[src/inc/wdt_pkg.sv]
package wdt_pkg;

    // ----------------------------------------
    // Bus and register map
    // ----------------------------------------
    localparam int         ADDR_W        = 8;
    localparam int         DATA_W        = 32;
    localparam logic [7:0] OFF_MODE      = 8'h00;
    localparam logic [7:0] OFF_CLEAR     = 8'h04;
    localparam logic [7:0] OFF_CLEAR_BIT = 8'h08;
    localparam logic [7:0] OFF_MODE_BIT  = 8'h0c;
    localparam logic [7:0] OFF_STATUS    = 8'h10;
    localparam logic [7:0] OFF_MASK      = 8'h14;
    localparam logic [7:0] OFF_STATE     = 8'h18;

    // ----------------------------------------
    // Mode register fields and codes
    // ----------------------------------------
    localparam logic [7:0] MODE_RESET    = 8'h67;
    localparam logic [2:0] MODE_FIXED    = 3'h3;
    localparam int         MODE_FIX_HI   = 7;
    localparam int         MODE_FIX_LO   = 5;
    localparam int         MODE_STOP_BIT = 4;
    localparam int         MODE_SRC_BIT  = 3;
    localparam int         MODE_SEL_HI   = 2;
    localparam logic [7:0] CLEAR_CODE    = 8'hac;
    localparam logic [7:0] CLEAR_READ    = 8'h9a;

    // ----------------------------------------
    // Event status bits
    // ----------------------------------------
    localparam int         ST_W          = 4;
    localparam int         ST_MODE       = 0;
    localparam int         ST_VIOL       = 1;
    localparam int         ST_OVF        = 2;
    localparam int         ST_RST        = 3;
    localparam logic [3:0] ST_RESET      = 4'h0;

    // ----------------------------------------
    // Counter and timing
    // ----------------------------------------
    localparam int         CNT_W         = 18;
    localparam int         CNT_MIN_BIT   = 10;
    localparam int         STATE_FLAG_LO = 28;

    typedef enum logic [2:0] {
        SEL_NONE, SEL_MODE, SEL_CLEAR, SEL_CLEAR_BIT,
        SEL_MODE_BIT, SEL_STATUS, SEL_MASK, SEL_STATE
    } sel_e;

    // Address decode shared by bus logic and checks
    function automatic sel_e decode(input logic [ADDR_W-1:0] a);
        sel_e s;
        s = SEL_NONE;
        case (a)
            OFF_MODE:      s = SEL_MODE;
            OFF_CLEAR:     s = SEL_CLEAR;
            OFF_CLEAR_BIT: s = SEL_CLEAR_BIT;
            OFF_MODE_BIT:  s = SEL_MODE_BIT;
            OFF_STATUS:    s = SEL_STATUS;
            OFF_MASK:      s = SEL_MASK;
            OFF_STATE:     s = SEL_STATE;
            default:       s = SEL_NONE;
        endcase
        return s;
    endfunction : decode

endpackage : wdt_pkg

[src/hdl/wdt_counter.sv]
`timescale 1ns/1ps
`default_nettype none
module wdt_counter #(
    parameter int CNT_W = wdt_pkg::CNT_W
) (
    // Clock and reset
    input  wire logic             mclk,
    input  wire logic             srst,
    // Control
    input  wire logic             tick,
    input  wire logic             clear,
    input  wire logic [2:0]       sel,
    // Status
    output logic      [CNT_W-1:0] count,
    output logic                  overflow
);
    import wdt_pkg::*;

    typedef struct packed {
        logic [CNT_W-1:0] count;
        logic             ovf;
    } cnt_s;

    cnt_s st;
    cnt_s next_st;
    logic hit;

    // Overflow when the selected bit is reached
    assign hit = st.count[CNT_MIN_BIT + int'(sel)];

    // Clear beats a tick so a clear never loses to a wrap
    always_comb begin
        next_st = st;
        next_st.ovf = 1'b0;
        if (clear) begin
            next_st.count = '0;
        end else if (tick && hit) begin
            next_st.count = '0;
            next_st.ovf = 1'b1;
        end else if (tick) begin
            next_st.count = st.count + 1'b1;
        end
    end

    always_ff @(posedge mclk) begin
        if (srst) begin
            st <= '0;
        end else begin
            st <= next_st;
        end
    end

    assign count = st.count;
    assign overflow = st.ovf;
endmodule : wdt_counter
`default_nettype wire

[src/hdl/wdt_rst_defer.sv]
`timescale 1ns/1ps
`default_nettype none
module wdt_rst_defer (
    // Clock and reset
    input  wire logic mclk,
    input  wire logic srst,
    // Cause and source state
    input  wire logic cause,
    input  wire logic src_run,
    // Result
    output logic      pending,
    output logic      fire
);
    typedef struct packed {
        logic pend;
        logic fire;
    } defer_s;

    defer_s st;
    defer_s next_st;

    // Hold the cause while the source clock stands still
    always_comb begin
        next_st = st;
        next_st.fire = 1'b0;
        if ((st.pend || cause) && src_run) begin
            next_st.fire = 1'b1;
            next_st.pend = 1'b0;
        end else if (cause) begin
            next_st.pend = 1'b1;
        end
    end

    always_ff @(posedge mclk) begin
        if (srst) begin
            st <= '0;
        end else begin
            st <= next_st;
        end
    end

    assign pending = st.pend;
    assign fire = st.fire;
endmodule : wdt_rst_defer
`default_nettype wire

[src/hdl/wdt_guard.sv]
// Added by the designer: the APB register port and the register addresses.
`timescale 1ns/1ps
`default_nettype none
module wdt_guard (
    // Clock and reset
    input  wire logic                          mclk,
    input  wire logic                          srst,
    // APB slave
    input  wire logic                          psel,
    input  wire logic                          penable,
    input  wire logic                          pwrite,
    input  wire logic [wdt_pkg::ADDR_W-1:0]    paddr,
    input  wire logic [wdt_pkg::DATA_W-1:0]    pwdata,
    output logic      [wdt_pkg::DATA_W-1:0]    prdata,
    output logic                               pready,
    output logic                               pslverr,
    // Count sources and power state
    input  wire logic                          tick_osc,
    input  wire logic                          tick_sys,
    input  wire logic                          osc_stoppable,
    input  wire logic                          halt_stop,
    // Results
    output logic                               wdt_rst,
    output logic                               irq
);
    import wdt_pkg::*;

    // ----------------------------------------
    // State
    // ----------------------------------------
    typedef enum logic [1:0] {
        BUS_IDLE,
        BUS_WAIT,
        BUS_DONE
    } bus_e;

    typedef struct packed {
        bus_e              bus;
        logic              pready;
        logic              pslverr;
        logic [DATA_W-1:0] prdata;
        logic [7:0]        mode;
        logic              mode_written;
        logic              opt_stoppable;
        logic              opt_taken;
        logic              stopped;
        logic [ST_W-1:0]   status;
        logic [ST_W-1:0]   mask;
        logic              irq;
        logic              clear_req;
        logic              viol;
    } guard_s;

    guard_s st;
    guard_s next_st;

    // ----------------------------------------
    // Helpers
    // ----------------------------------------
    sel_e             sel;
    logic             setup;
    logic             fire;
    logic             wr_fire;
    logic             src_run;
    logic             tick;
    logic [CNT_W-1:0] count;
    logic             overflow;
    logic             pending;
    logic             rst_fire;
    logic [ST_W-1:0]  set_bits;
    logic [DATA_W-1:0] rd_word;

    assign sel = decode(paddr);
    assign setup = psel && !penable;
    assign fire = psel && penable && st.pready;
    assign wr_fire = fire && pwrite;

    // Source stands still only when the oscillator may be stopped
    assign src_run = !(st.opt_stoppable && (st.stopped || halt_stop));

    // Selected source, gated by the run condition
    assign tick = src_run && (st.mode[MODE_SRC_BIT] ? tick_sys : tick_osc);

    // ----------------------------------------
    // Read data mux
    // ----------------------------------------
    // Registered into prdata at the setup edge, with pready except for mode writes
    always_comb begin
        rd_word = '0;
        case (sel)
            SEL_MODE:      rd_word[7:0] = st.mode;
            SEL_CLEAR:     rd_word[7:0] = CLEAR_READ;
            SEL_CLEAR_BIT: rd_word[7:0] = CLEAR_READ;
            SEL_MODE_BIT:  rd_word[7:0] = st.mode;
            SEL_STATUS:    rd_word[ST_W-1:0] = st.status;
            SEL_MASK:      rd_word[ST_W-1:0] = st.mask;
            SEL_STATE: begin
                rd_word[CNT_W-1:0] = count;
                rd_word[STATE_FLAG_LO+3] = st.mode_written;
                rd_word[STATE_FLAG_LO+2] = st.stopped;
                rd_word[STATE_FLAG_LO+1] = pending;
                rd_word[STATE_FLAG_LO]   = st.opt_stoppable;
            end
            default:       rd_word = '0;
        endcase
    end

    // ----------------------------------------
    // Next state
    // ----------------------------------------
    always_comb begin
        next_st = st;
        next_st.clear_req = 1'b0;
        next_st.viol = 1'b0;
        set_bits = '0;

        // Option strap caught once, one cycle after reset release
        if (!st.opt_taken) begin
            next_st.opt_stoppable = osc_stoppable;
            next_st.opt_taken = 1'b1;
        end

        // Bus phases: answer is registered, mode writes get one wait
        case (st.bus)
            BUS_IDLE: begin
                if (setup) begin
                    next_st.prdata = rd_word;
                    next_st.pslverr = (sel == SEL_NONE);
                    if (pwrite && sel == SEL_MODE) begin
                        next_st.bus = BUS_WAIT;
                    end else begin
                        next_st.bus = BUS_DONE;
                        next_st.pready = 1'b1;
                    end
                end
            end
            BUS_WAIT: begin
                next_st.bus = BUS_DONE;
                next_st.pready = 1'b1;
            end
            BUS_DONE: begin
                if (fire) begin
                    next_st.bus = BUS_IDLE;
                    next_st.pready = 1'b0;
                    next_st.pslverr = 1'b0;
                    next_st.prdata = '0;
                end
            end
            default: begin
                next_st.bus = BUS_IDLE;
                next_st.pready = 1'b0;
            end
        endcase

        // Register writes take effect at the completing edge
        if (wr_fire) begin
            case (sel)
                SEL_MODE: begin
                    if (st.mode_written) begin
                        next_st.viol = 1'b1;
                    end else begin
                        next_st.mode = pwdata[7:0];
                        next_st.mode_written = 1'b1;
                        set_bits[ST_MODE] = 1'b1;
                        if (!st.opt_stoppable) begin
                            next_st.mode[MODE_FIX_HI:MODE_FIX_LO] = MODE_FIXED;
                        end else if (pwdata[MODE_STOP_BIT]) begin
                            next_st.stopped = 1'b1;
                        end
                    end
                end
                SEL_CLEAR: begin
                    if (pwdata[7:0] == CLEAR_CODE) begin
                        next_st.clear_req = 1'b1;
                    end else begin
                        next_st.viol = 1'b1;
                    end
                end
                SEL_CLEAR_BIT: next_st.viol = 1'b1;
                SEL_MODE_BIT:  next_st.viol = 1'b0;
                SEL_MASK:      next_st.mask = pwdata[ST_W-1:0];
                default:       next_st.viol = 1'b0;
            endcase
        end

        // Sticky events; a set in the clearing cycle wins
        set_bits[ST_VIOL] = next_st.viol;
        set_bits[ST_OVF] = overflow;
        set_bits[ST_RST] = rst_fire;
        if (wr_fire && sel == SEL_STATUS) begin
            next_st.status = st.status & ~pwdata[ST_W-1:0];
        end
        next_st.status = next_st.status | set_bits;
        next_st.irq = |(next_st.status & next_st.mask);
    end

    // ----------------------------------------
    // Registers
    // ----------------------------------------
    always_ff @(posedge mclk) begin
        if (srst) begin
            st <= '{bus: BUS_IDLE, mode: MODE_RESET, status: ST_RESET,
                    mask: ST_RESET, default: '0};
        end else begin
            st <= next_st;
        end
    end

    // ----------------------------------------
    // Counter and reset deferral
    // ----------------------------------------
    wdt_counter #(
        .CNT_W (CNT_W)
    ) u_cnt (
        .mclk     (mclk),
        .srst     (srst),
        .tick     (tick),
        .clear    (st.clear_req),
        .sel      (st.mode[MODE_SEL_HI:0]),
        .count    (count),
        .overflow (overflow)
    );

    // Overflow and access faults share one deferred reset path
    wdt_rst_defer u_defer (
        .mclk    (mclk),
        .srst    (srst),
        .cause   (st.viol || overflow),
        .src_run (src_run),
        .pending (pending),
        .fire    (rst_fire)
    );

    assign prdata = st.prdata;
    assign pready = st.pready;
    assign pslverr = st.pslverr;
    assign irq = st.irq;
    assign wdt_rst = rst_fire;
endmodule : wdt_guard
`default_nettype wire

[config.mk]
export PLATFORM = sky130hd
export DESIGN_NAME = wdt_guard
export DESIGN_NICKNAME = d
export VERILOG_FILES = /design/src/inc/wdt_pkg.sv /design/src/hdl/wdt_counter.sv /design/src/hdl/wdt_rst_defer.sv /design/src/hdl/wdt_guard.sv
export SDC_FILE = /design/constraint.sdc
export NUM_CORES = 1
export LEC_CHECK = 0
export ABC_AREA = 1
export BUFFER_PORTS_ARGS = -buffer_cell sky130_fd_sc_hd__buf_2
export CAP_MARGIN = 15
export CORE_ASPECT_RATIO = 1.75
export CORE_MARGIN = 2
export CORE_UTILIZATION = 55
export DETAILED_ROUTE_END_ITERATION = 8
export PLACE_DENSITY = 0.87
export SYNTH_ARGS = -nofsm -noshare
export SYNTH_HDL_FRONTEND = slang
export SYNTH_SLANG_ARGS = --single-unit
[constraint.sdc]
create_clock -name mclk -period 1.9 [get_ports mclk]
set_input_delay 0.095 -clock mclk [delete_from_list [all_inputs] [get_ports mclk]]
set_output_delay 0.095 -clock mclk [all_outputs]
set_load 0.02 [all_outputs]
### After elaboration in Yosys (flattened, before gate mapping)

Cells that the tools add are included.

* register bits after elaboration: 80
* bits of input ports: 49
* output and inout port bits: 36

* $add $sub $neg: 2
* order comparisons: 1
* eq/ne operators: 19
* mux-type cells: 29
* bitwise gates (word level): 7
* reduce and logical (&&, ||, !) cells: 32

Operators with widths (count)
* $mux W36: 2
* $pmux W33 S2: 1
* $lt A32 B7 Y1 const B: 1
* $eq A8 B5 Y1 const B: 3
* $pmux W3 S7: 1
* $pmux W4 S5: 1
* $add A18 B1 Y18 const B: 1
* $eq A8 B4 Y1 const B: 2
* $mux W4: 4
* $mux W1: 13
* $eq A3 B3 Y1 const B: 4
* $pmux W4 S3: 1
* $logic_and A1 B1 Y1: 10
* $mux W10: 1
* $pmux W3 S3: 1
* $reduce_and A3 Y1: 3
* $and A4 B4 Y4: 2
* $eq A8 B3 Y1 const B: 1
* $eq A8 B8 Y1 const B: 1
* $logic_not A8 Y1: 1
* $reduce_or A2 Y1: 4
* $eq A3 B2 Y1 const B: 2
* $ne A2 B2 Y1 const B: 3
* $reduce_or A3 Y1: 2
* 19 further kinds: 25

### Depth between registers and ports, before layout

Gate-level depths: netlist (run 1).

* depth after elaboration: 8
* depth in mapped cells: 11

### Hierarchy

From an unflattened synthesis (run 1), not the netlist that was laid out.

* cell total of the unflattened synthesis: 544
* area, all modules: 3816.2 um^2

By module, submodules not included
* wdt_guard: times used 1, cells each 372, area each 2638.8 um^2, sequential area each 980.9 um^2
* wdt_counter: times used 1, cells each 163, area each 1111.1 um^2, sequential area each 380.4 um^2
* wdt_rst_defer: times used 1, cells each 9, area each 66.3 um^2, sequential area each 40.0 um^2

### Worst setup path after synthesis (run 1)

OpenSTA, ideal clock, no wires.

* path type: reg-to-reg
* start point: register st, in the netlist pready
* end point: register st, in the netlist irq
* library setup time: 0.130 ns
* data arrival time: 1.349 ns
* required time: 1.770 ns
* slack: 0.421 ns
* stages on the path, launching flop included: 11
* cell sequence: dfxtp_1 -> nand3_2 -> nor2_2 -> buf_4 -> nand2_1 -> nand2_1 -> nand3_1 -> nand2_1 -> nand3_1 -> nor2_1 -> nor2_1

* cells in the longest elaborated chain, start to end: 7
* elaborated cells on any way between the ends: 10
* those cells by class: mux (4); bitwise (2); reduce/logical (4)

RTL lines
* from (decl): RTL line wdt_guard.sv:54 `guard_s st;`
* from (signal assigned): RTL line wdt_guard.sv:202 `st <= '{bus: BUS_IDLE, mode: MODE_RESET, status: ST_RESET,`
* from (signal assigned): RTL line wdt_guard.sv:205 `st <= next_st;`
* $logic_and A1 B1 Y1 *: RTL line wdt_guard.sv:75 `assign fire = psel && penable && st.pready;`
* $logic_and A1 B1 Y1 *: RTL line wdt_guard.sv:76 `assign wr_fire = fire && pwrite;`
* $logic_and A1 B1 Y1: RTL line wdt_guard.sv:190 `if (wr_fire && sel == SEL_STATUS) begin`
* $mux W4: RTL line wdt_guard.sv:190
* $or A4 B4 Y4: RTL line wdt_guard.sv:193 `next_st.status = next_st.status | set_bits;`
* $and A4 B4 Y4 *: RTL line wdt_guard.sv:194 `next_st.irq = |(next_st.status & next_st.mask);`
* $reduce_or A4 Y1 *: RTL line wdt_guard.sv:194

Mark *: on every way between the ends. The rest lies on a longest branch, timed or not.
A chain may end at the register's enable or synchronous reset.

### Final worst setup path (run 1)

* start point: register st[16] in the netlist's numbering
* end point: register u_cnt.st, in the netlist u_cnt.count[13]

* cells in the longest elaborated chain, start to end: 6

RTL lines
* $add A4 B3 Y5: RTL line wdt_counter.sv:29 `assign hit = st.count[CNT_MIN_BIT + int'(sel)];`
* $bmux W1 S5: RTL line wdt_counter.sv:29
* $mux W1 (implied by the code) (2 in a row): RTL line wdt_counter.sv:29
* $logic_and A1 B1 Y1: RTL line wdt_counter.sv:37 `end else if (tick && hit) begin`
* $reduce_or A3 Y1 (no source line)
* to (signal assigned): RTL line wdt_counter.sv:49 `st <= next_st;`
* to (decl): RTL line wdt_counter.sv:24 `cnt_s st;`

No other way between the ends. The select of a mux whose other input is x is not followed.

==> results.toml, run 1 <==
[outcome]
status = "finished, final reports clean"

[final_layout]
final_cell_area_mm2 = 0.00437
area_growth_pct = 10.7
n_antenna_cell = 0
finish.utilization_pct = 63.2
instances_no_fill = 673
drive_gt1_share_pct = 23.3
nets = 635

[floorplan]
coreArea_mm2 = 0.00691
fp.dieW_um = 68.0
start_util_pct = 57.1
dieHeight_um = 116
rows = 40
ios = 85
die_area_mm2 = 0.00790

[power]
p_leak_nw = 1.92
total_power_mw = 3.61
powerDensity_mw_per_mm2 = 827
vdd_drop_max_uv = 477

[route]
antenna_left = 0
via_count = 3509
drt-vias-per-instance = 5.21
avgRoutedWirePerCell_um = 14.2
drt_iter0_drc = 229
wl_mm = 9.58
firstDrtPassIters = 4
drc = 0

[placement]
dp.cells = 657
portBuffers = 50
gp_congestion = 0.915
post-place-ws_ns = 0.257
dp_hpwl_mm = 7.45
postPlaceCellArea_mm2 = 0.00405

[global_routing]
antenna_found_initial = 0
grt_pass1_vias = 3477
grt_pass1_wl_mm = 15.7
grt_overflow = 0
grt_max_degree = 24
grt_use_total_pct = 27.0

[clock_tree]
root_buffer = "clkbuf_16"
clock_latency_ns = 0.34
numCtsBuffers = 9
cts_tree = "yes"
clock_sinks = 70
clk_path_buf_depth = 2
h-tree-depth = 3
hold_buffers = 0
post-cts-setup-buffers = 0
cts.reportedPaths.clkPinSlew_ns = 0.05
cts_resized = 0

[yosys]
synth_top_cell_by_area = "dfxtp_1"
async_reset_ff_share_pct = 0
syn_area_per_cell_um2 = 7.14
synth-edff-count = 0
synth.top_cells.by_area = "dfxtp_1, nand2_1, buf_4, inv_1, nor2_1"
yosys-top-cells-count = "nand2_1, dfxtp_1, inv_1, nor2_1, buf_4"
syn_area_mm2 = 0.00395
synth_most_common_cell = "nand2_1"
synth_seq_cells = 70
synth_cells = 553
ys.flop_type = "dfxtp_1"
yosysUniqueCellTypes = 39
netlist.area_leader.share_pct = 35.5
ys_warn_count = 0
seq_area_frac_synth_pct = 35.5

[timing]
slew_violations = 0
setup_ws_ns = 0.222
max_freq_mhz = 596
fin_hold_ws_ns = 0.0357
rsz0062_at_grt = "no"
fin_tns_setup_ns = 0
setup_viol = 0
fin_crit_ns = 1.68
hold_violations = 0
clock_skew_ns = 0.00572
fin_crit_sh_pct = 88.3

[setup_path]
cp.arrival_ns = 1.90
crit_path_top_delay_cell = "dfxtp_1"
crit_chain = "ha_1 -> nor3_1 -> o211ai_1 -> nand2_1 -> nand2_2 -> nand2_4 -> nor2_1"
cp_max_fo = 18
slowest_delay_ns = 0.47
critPathLaunchType = "flip-flop"
ff2ff_path_depth = 7
crit_required_ns = 2.12
cp-end-kind = "flip-flop"
path_class = "flip-flop to flip-flop"

[worst_hold_path]
worst_hold_path_type = "input port to flip-flop"
holdPathStages = 3

[job]
cap_violations = 0
-- cell type report --
cell class	count	area, um^2
inverters	67	251
well taps	84	105
multi-input cells	380	2000
clock buffers	13	250
repair buffers	56	295
flip-flops and latches	70	1400
clock inverters	3	67.6
fillers	608	2540
-- placed cells by master, fill, tap and decap left out, drive strengths merged, types with 6 or more instances in the layout --
cell type,netlist,final
nor2,73,73
o21ai,17,17
buf,39,56
clkbuf,6,13
a21oi,45,45
nor3,11,11
conb,1,10
nand3,32,32
dfxtp,70,70
o211ai,8,8
nand4,6,6
inv,67,67
nand2,154,154
xor2,11,11
-- registers in the layout (all words and copies together) (netlist names) --
name / cells
pslverr: 1
irq: 1
u_defer.pending: 1
pready: 1
st: 24
prdata: 22
u_defer.fire: 1
u_cnt.count: 18
u_cnt.overflow: 1
-- layer usage --
layer	vias up	GRT usage [%]	wire length, um
met4	0	17.9	572
met5	-	0	0
met3	37	5.24	353
li1	1772	-	-
met2	93	50.0	5280
met1	1607	25.4	3380
-- kinds of logic after synthesis --
group | after synthesis | synth area share, %
other cells | 1 | 0.0950
buf+inv | 112 | 14.7
compound gates | 73 | 11.8
fa+ha+maj | 2 | 0.634
flops | 70 | 35.5
xor+xnor | 13 | 2.89
simple gates | 282 | 34.3
-- power breakdown --
part	total, mW	leakage (nW)	switching, mW	internal (mW)
combinational	0.311	1.20	0.227	0.0839
clock	1.80	0.150	0.614	1.19
sequential	1.50	0.565	0.0143	1.49
-- worst paths after layout --
path                   from               to  slack [ns]
setup / recovery     st[16]  u_cnt.count[13]        0.22
hold / removal    pwdata[4]           st[11]        0.04
setup reg to reg     st[16]  u_cnt.count[13]        0.22
hold reg to reg      st[12]           st[13]        0.44
-- critical path: cells and delay by family, from the launching register on --
kind / cells / cell delay, ns
AND/OR/NAND/NOR: 5 / 0.64
flip-flops: 1 / 0.47
adder cells (fa/ha/maj): 1 / 0.32
AO/OA/AOI/OAI: 1 / 0.11
Note: power is estimated with default switching activity, not from simulation.
==> inputs of run 2 (changes only) <==
Settings changed: ABC_AREA 1 to default, CORE_UTILIZATION 55 to 53.
==> run 2 against run 1 <==
Against the previous run: worst hold slack got worse by 0.0073 ns; critical path depth shrank 1; utilization decreased by 2.2 points; first-iteration DRC count fell by 44%; combinational power shrank 31%; design area decreased by 15%; power down 22%.
==> results.toml, run 2 <==
[route]
drt_iter0_drc = 129
antenna_left = 0
drc = 0
wl_mm = 8.11
drt-vias-per-instance = 5.63
avgRoutedWirePerCell_um = 15.9
firstDrtPassIters = 4
via_count = 2866

[final_layout]
largest_reg_flops = 24
drive_gt1_share_pct = 21.9
n_antenna_cell = 0
n_fill_cell = 554
mostFrequentLayoutCell = "dfxtp_1"
instances_no_fill = 509
area_growth_pct = 12.9
final_cell_area_mm2 = 0.00372
most-common-layout-cells = "dfxtp_1, nor2_1, buf_2"
top_register = "st"
nets = 477

[global_routing]
grt_overflow = 0
grt_pass1_wl_mm = 13.0
antenna_found_initial = 0
grt_max_degree = 19
grt_pass1_vias = 2903
grt_use_total_pct = 24.8

[power]
total_power_mw = 2.81
vdd_drop_max_uv = 560
p_leak_nw = 1.53
powerDensity_mw_per_mm2 = 756

[yosys]
synth-edff-count = 0
yosysUniqueCellTypes = 53
synth_top_cell_by_area = "dfxtp_1"
seq_area_frac_synth_pct = 42.6
synth_cells = 380
synth_most_common_cell = "dfxtp_1"
syn_area_mm2 = 0.00329
async_reset_ff_share_pct = 0
yosys-top-cells-count = "dfxtp_1, nor2_1, buf_4, nand2_1, a22oi_1"
netlist.area_leader.share_pct = 42.6
synth_seq_cells = 70
ys_warn_count = 0
synth.top_cells.by_area = "dfxtp_1, buf_4, nor2_1, a22oi_1, nand2_1"
syn_area_per_cell_um2 = 8.66
ys.flop_type = "dfxtp_1"

[clock_tree]
numCtsBuffers = 9
clock_sinks = 70
h-tree-depth = 3
cts.reportedPaths.clkPinSlew_ns = 0.07
cts_tree = "yes"
clk_path_buf_depth = 2
clock_latency_ns = 0.35
root_buffer = "clkbuf_8"

[timing]
setup_viol = 0
hold_violations = 0
fin_crit_ns = 1.81
setup_ws_ns = 0.0926
rsz0062_at_grt = "no"
clock_skew_ns = 0.00593
slew_violations = 0
fin_tns_setup_ns = 0
fin_crit_sh_pct = 95.1
max_freq_mhz = 553

[floorplan]
start_util_pct = 54.1
rows = 38
ios = 85
die_area_mm2 = 0.00688
dieHeight_um = 108
coreArea_mm2 = 0.00609
fp.dieW_um = 63.6

[placement]
portBuffers = 50
gp_congestion = 0.920
dp_hpwl_mm = 6.06
postPlaceCellArea_mm2 = 0.00351
dp.cells = 492
post-place-ws_ns = 0.0955

[setup_path]
path_class = "flip-flop to flip-flop"
cp-end-kind = "flip-flop"
crit_required_ns = 2.17
cp_max_fo = 18
critPathLaunchType = "flip-flop"
cp.arrival_ns = 2.08

[outcome]
status = "finished, final reports clean"

[job]
cap_violations = 0

[worst_hold_path]
worst_hold_path_type = "input port to flip-flop"
run 2: cell count changes in the layout (fill, tap and decap cells not counted), moves of 10 or more:
| cell | previous run | this run |
|---|---|---|
| nand2_1 | 132 | 28 |
| inv_1 | 58 | 7 |
| a21oi_1 | 33 | 11 |
| a22oi_1 | 0 | 18 |
| nand2_2 | 17 | 0 |
| nand3_1 | 29 | 12 |
| buf_4 | 6 | 19 |
| a21oi_2 | 11 | 1 |
run 2: worst paths after layout:
check / start / end / slack [ns] / cells after the start
hold reg to reg: st[1] / u_cnt.overflow / 0.44 / 1
setup / recovery: st[15] / u_cnt.count[1] / 0.09 / 6
setup reg to reg: st[15] / u_cnt.count[1] / 0.09 / 6
hold / removal: pwdata[5] / st[20] / 0.03 / 3
run 2: critical path, cell delays in order (launching register included):
cell	delay (ns)
dfxtp_1	0.48
mux4_2	0.55
mux2i_1	0.14
o21ai_1	0.09
nand2_1	0.15
nand2_4	0.16
a21oi_1	0.18
run 2: routing by layer:
metal,wire [um],share of wire (%),vias up,track usage (%)
li1,-,-,1374,-
met1,2860,35,1348,22.4
met2,4370,54,107,46.9
met3,365,4.5,37,5.52
met4,511,6.3,0,18.6
met5,0,0,-,0
run 2: kinds of logic (layout without fill, tap and decap cells):
family	after synthesis	after routing	share of synthesized area [%]
xor gates and xnor gates	17	17	4.52
other	1	10	0.114
muxes	14	14	5.13
DFF	70	70	42.6
buffers and inverters	54	94	10.2
AOI/OAI and AO/OA	69	69	14.0
adders and majority gates	2	2	0.760
and+or+nand+nor	153	153	22.7
run 2: metrics by stage:
step                utilization, %  hold WS (ns)
floorplan                        -         0.179
global route                  61.1        0.0406
finish                        61.1        0.0283
global placement              57.7         0.322
detailed placement            57.7         0.355
CTS                           61.0        0.0117
run 2: timing repair:
action	CTS	global route
resized for setup	0	1
endpoints found under the setup margin	0	18
buffers inserted	0	0
endpoints found under the hold margin	3	0
hold buffers	3	0
run 2: layout make-up:
class	instances	area [um^2]	share of cell area, %
Clock buffer	12	135	3.64
Multi-Input combinational cell	265	1590	42.8
Tap cell	80	100	2.69
Timing Repair Buffer	72	423	11.4
Sequential cell	70	1400	37.7
Inverter	8	30.0	0.808
Clock inverter	2	35.0	0.942
run 2: power breakdown:
group / total (mW) / leakage (nW) / internal (mW) / switching, mW
Clock: 1.10 / 0.0863 / 0.591 / 0.511
Sequential: 1.49 / 0.565 / 1.48 / 0.0131
Combinational: 0.215 / 0.878 / 0.0756 / 0.139
Total: 2.81 / 1.53 / 2.15 / 0.663
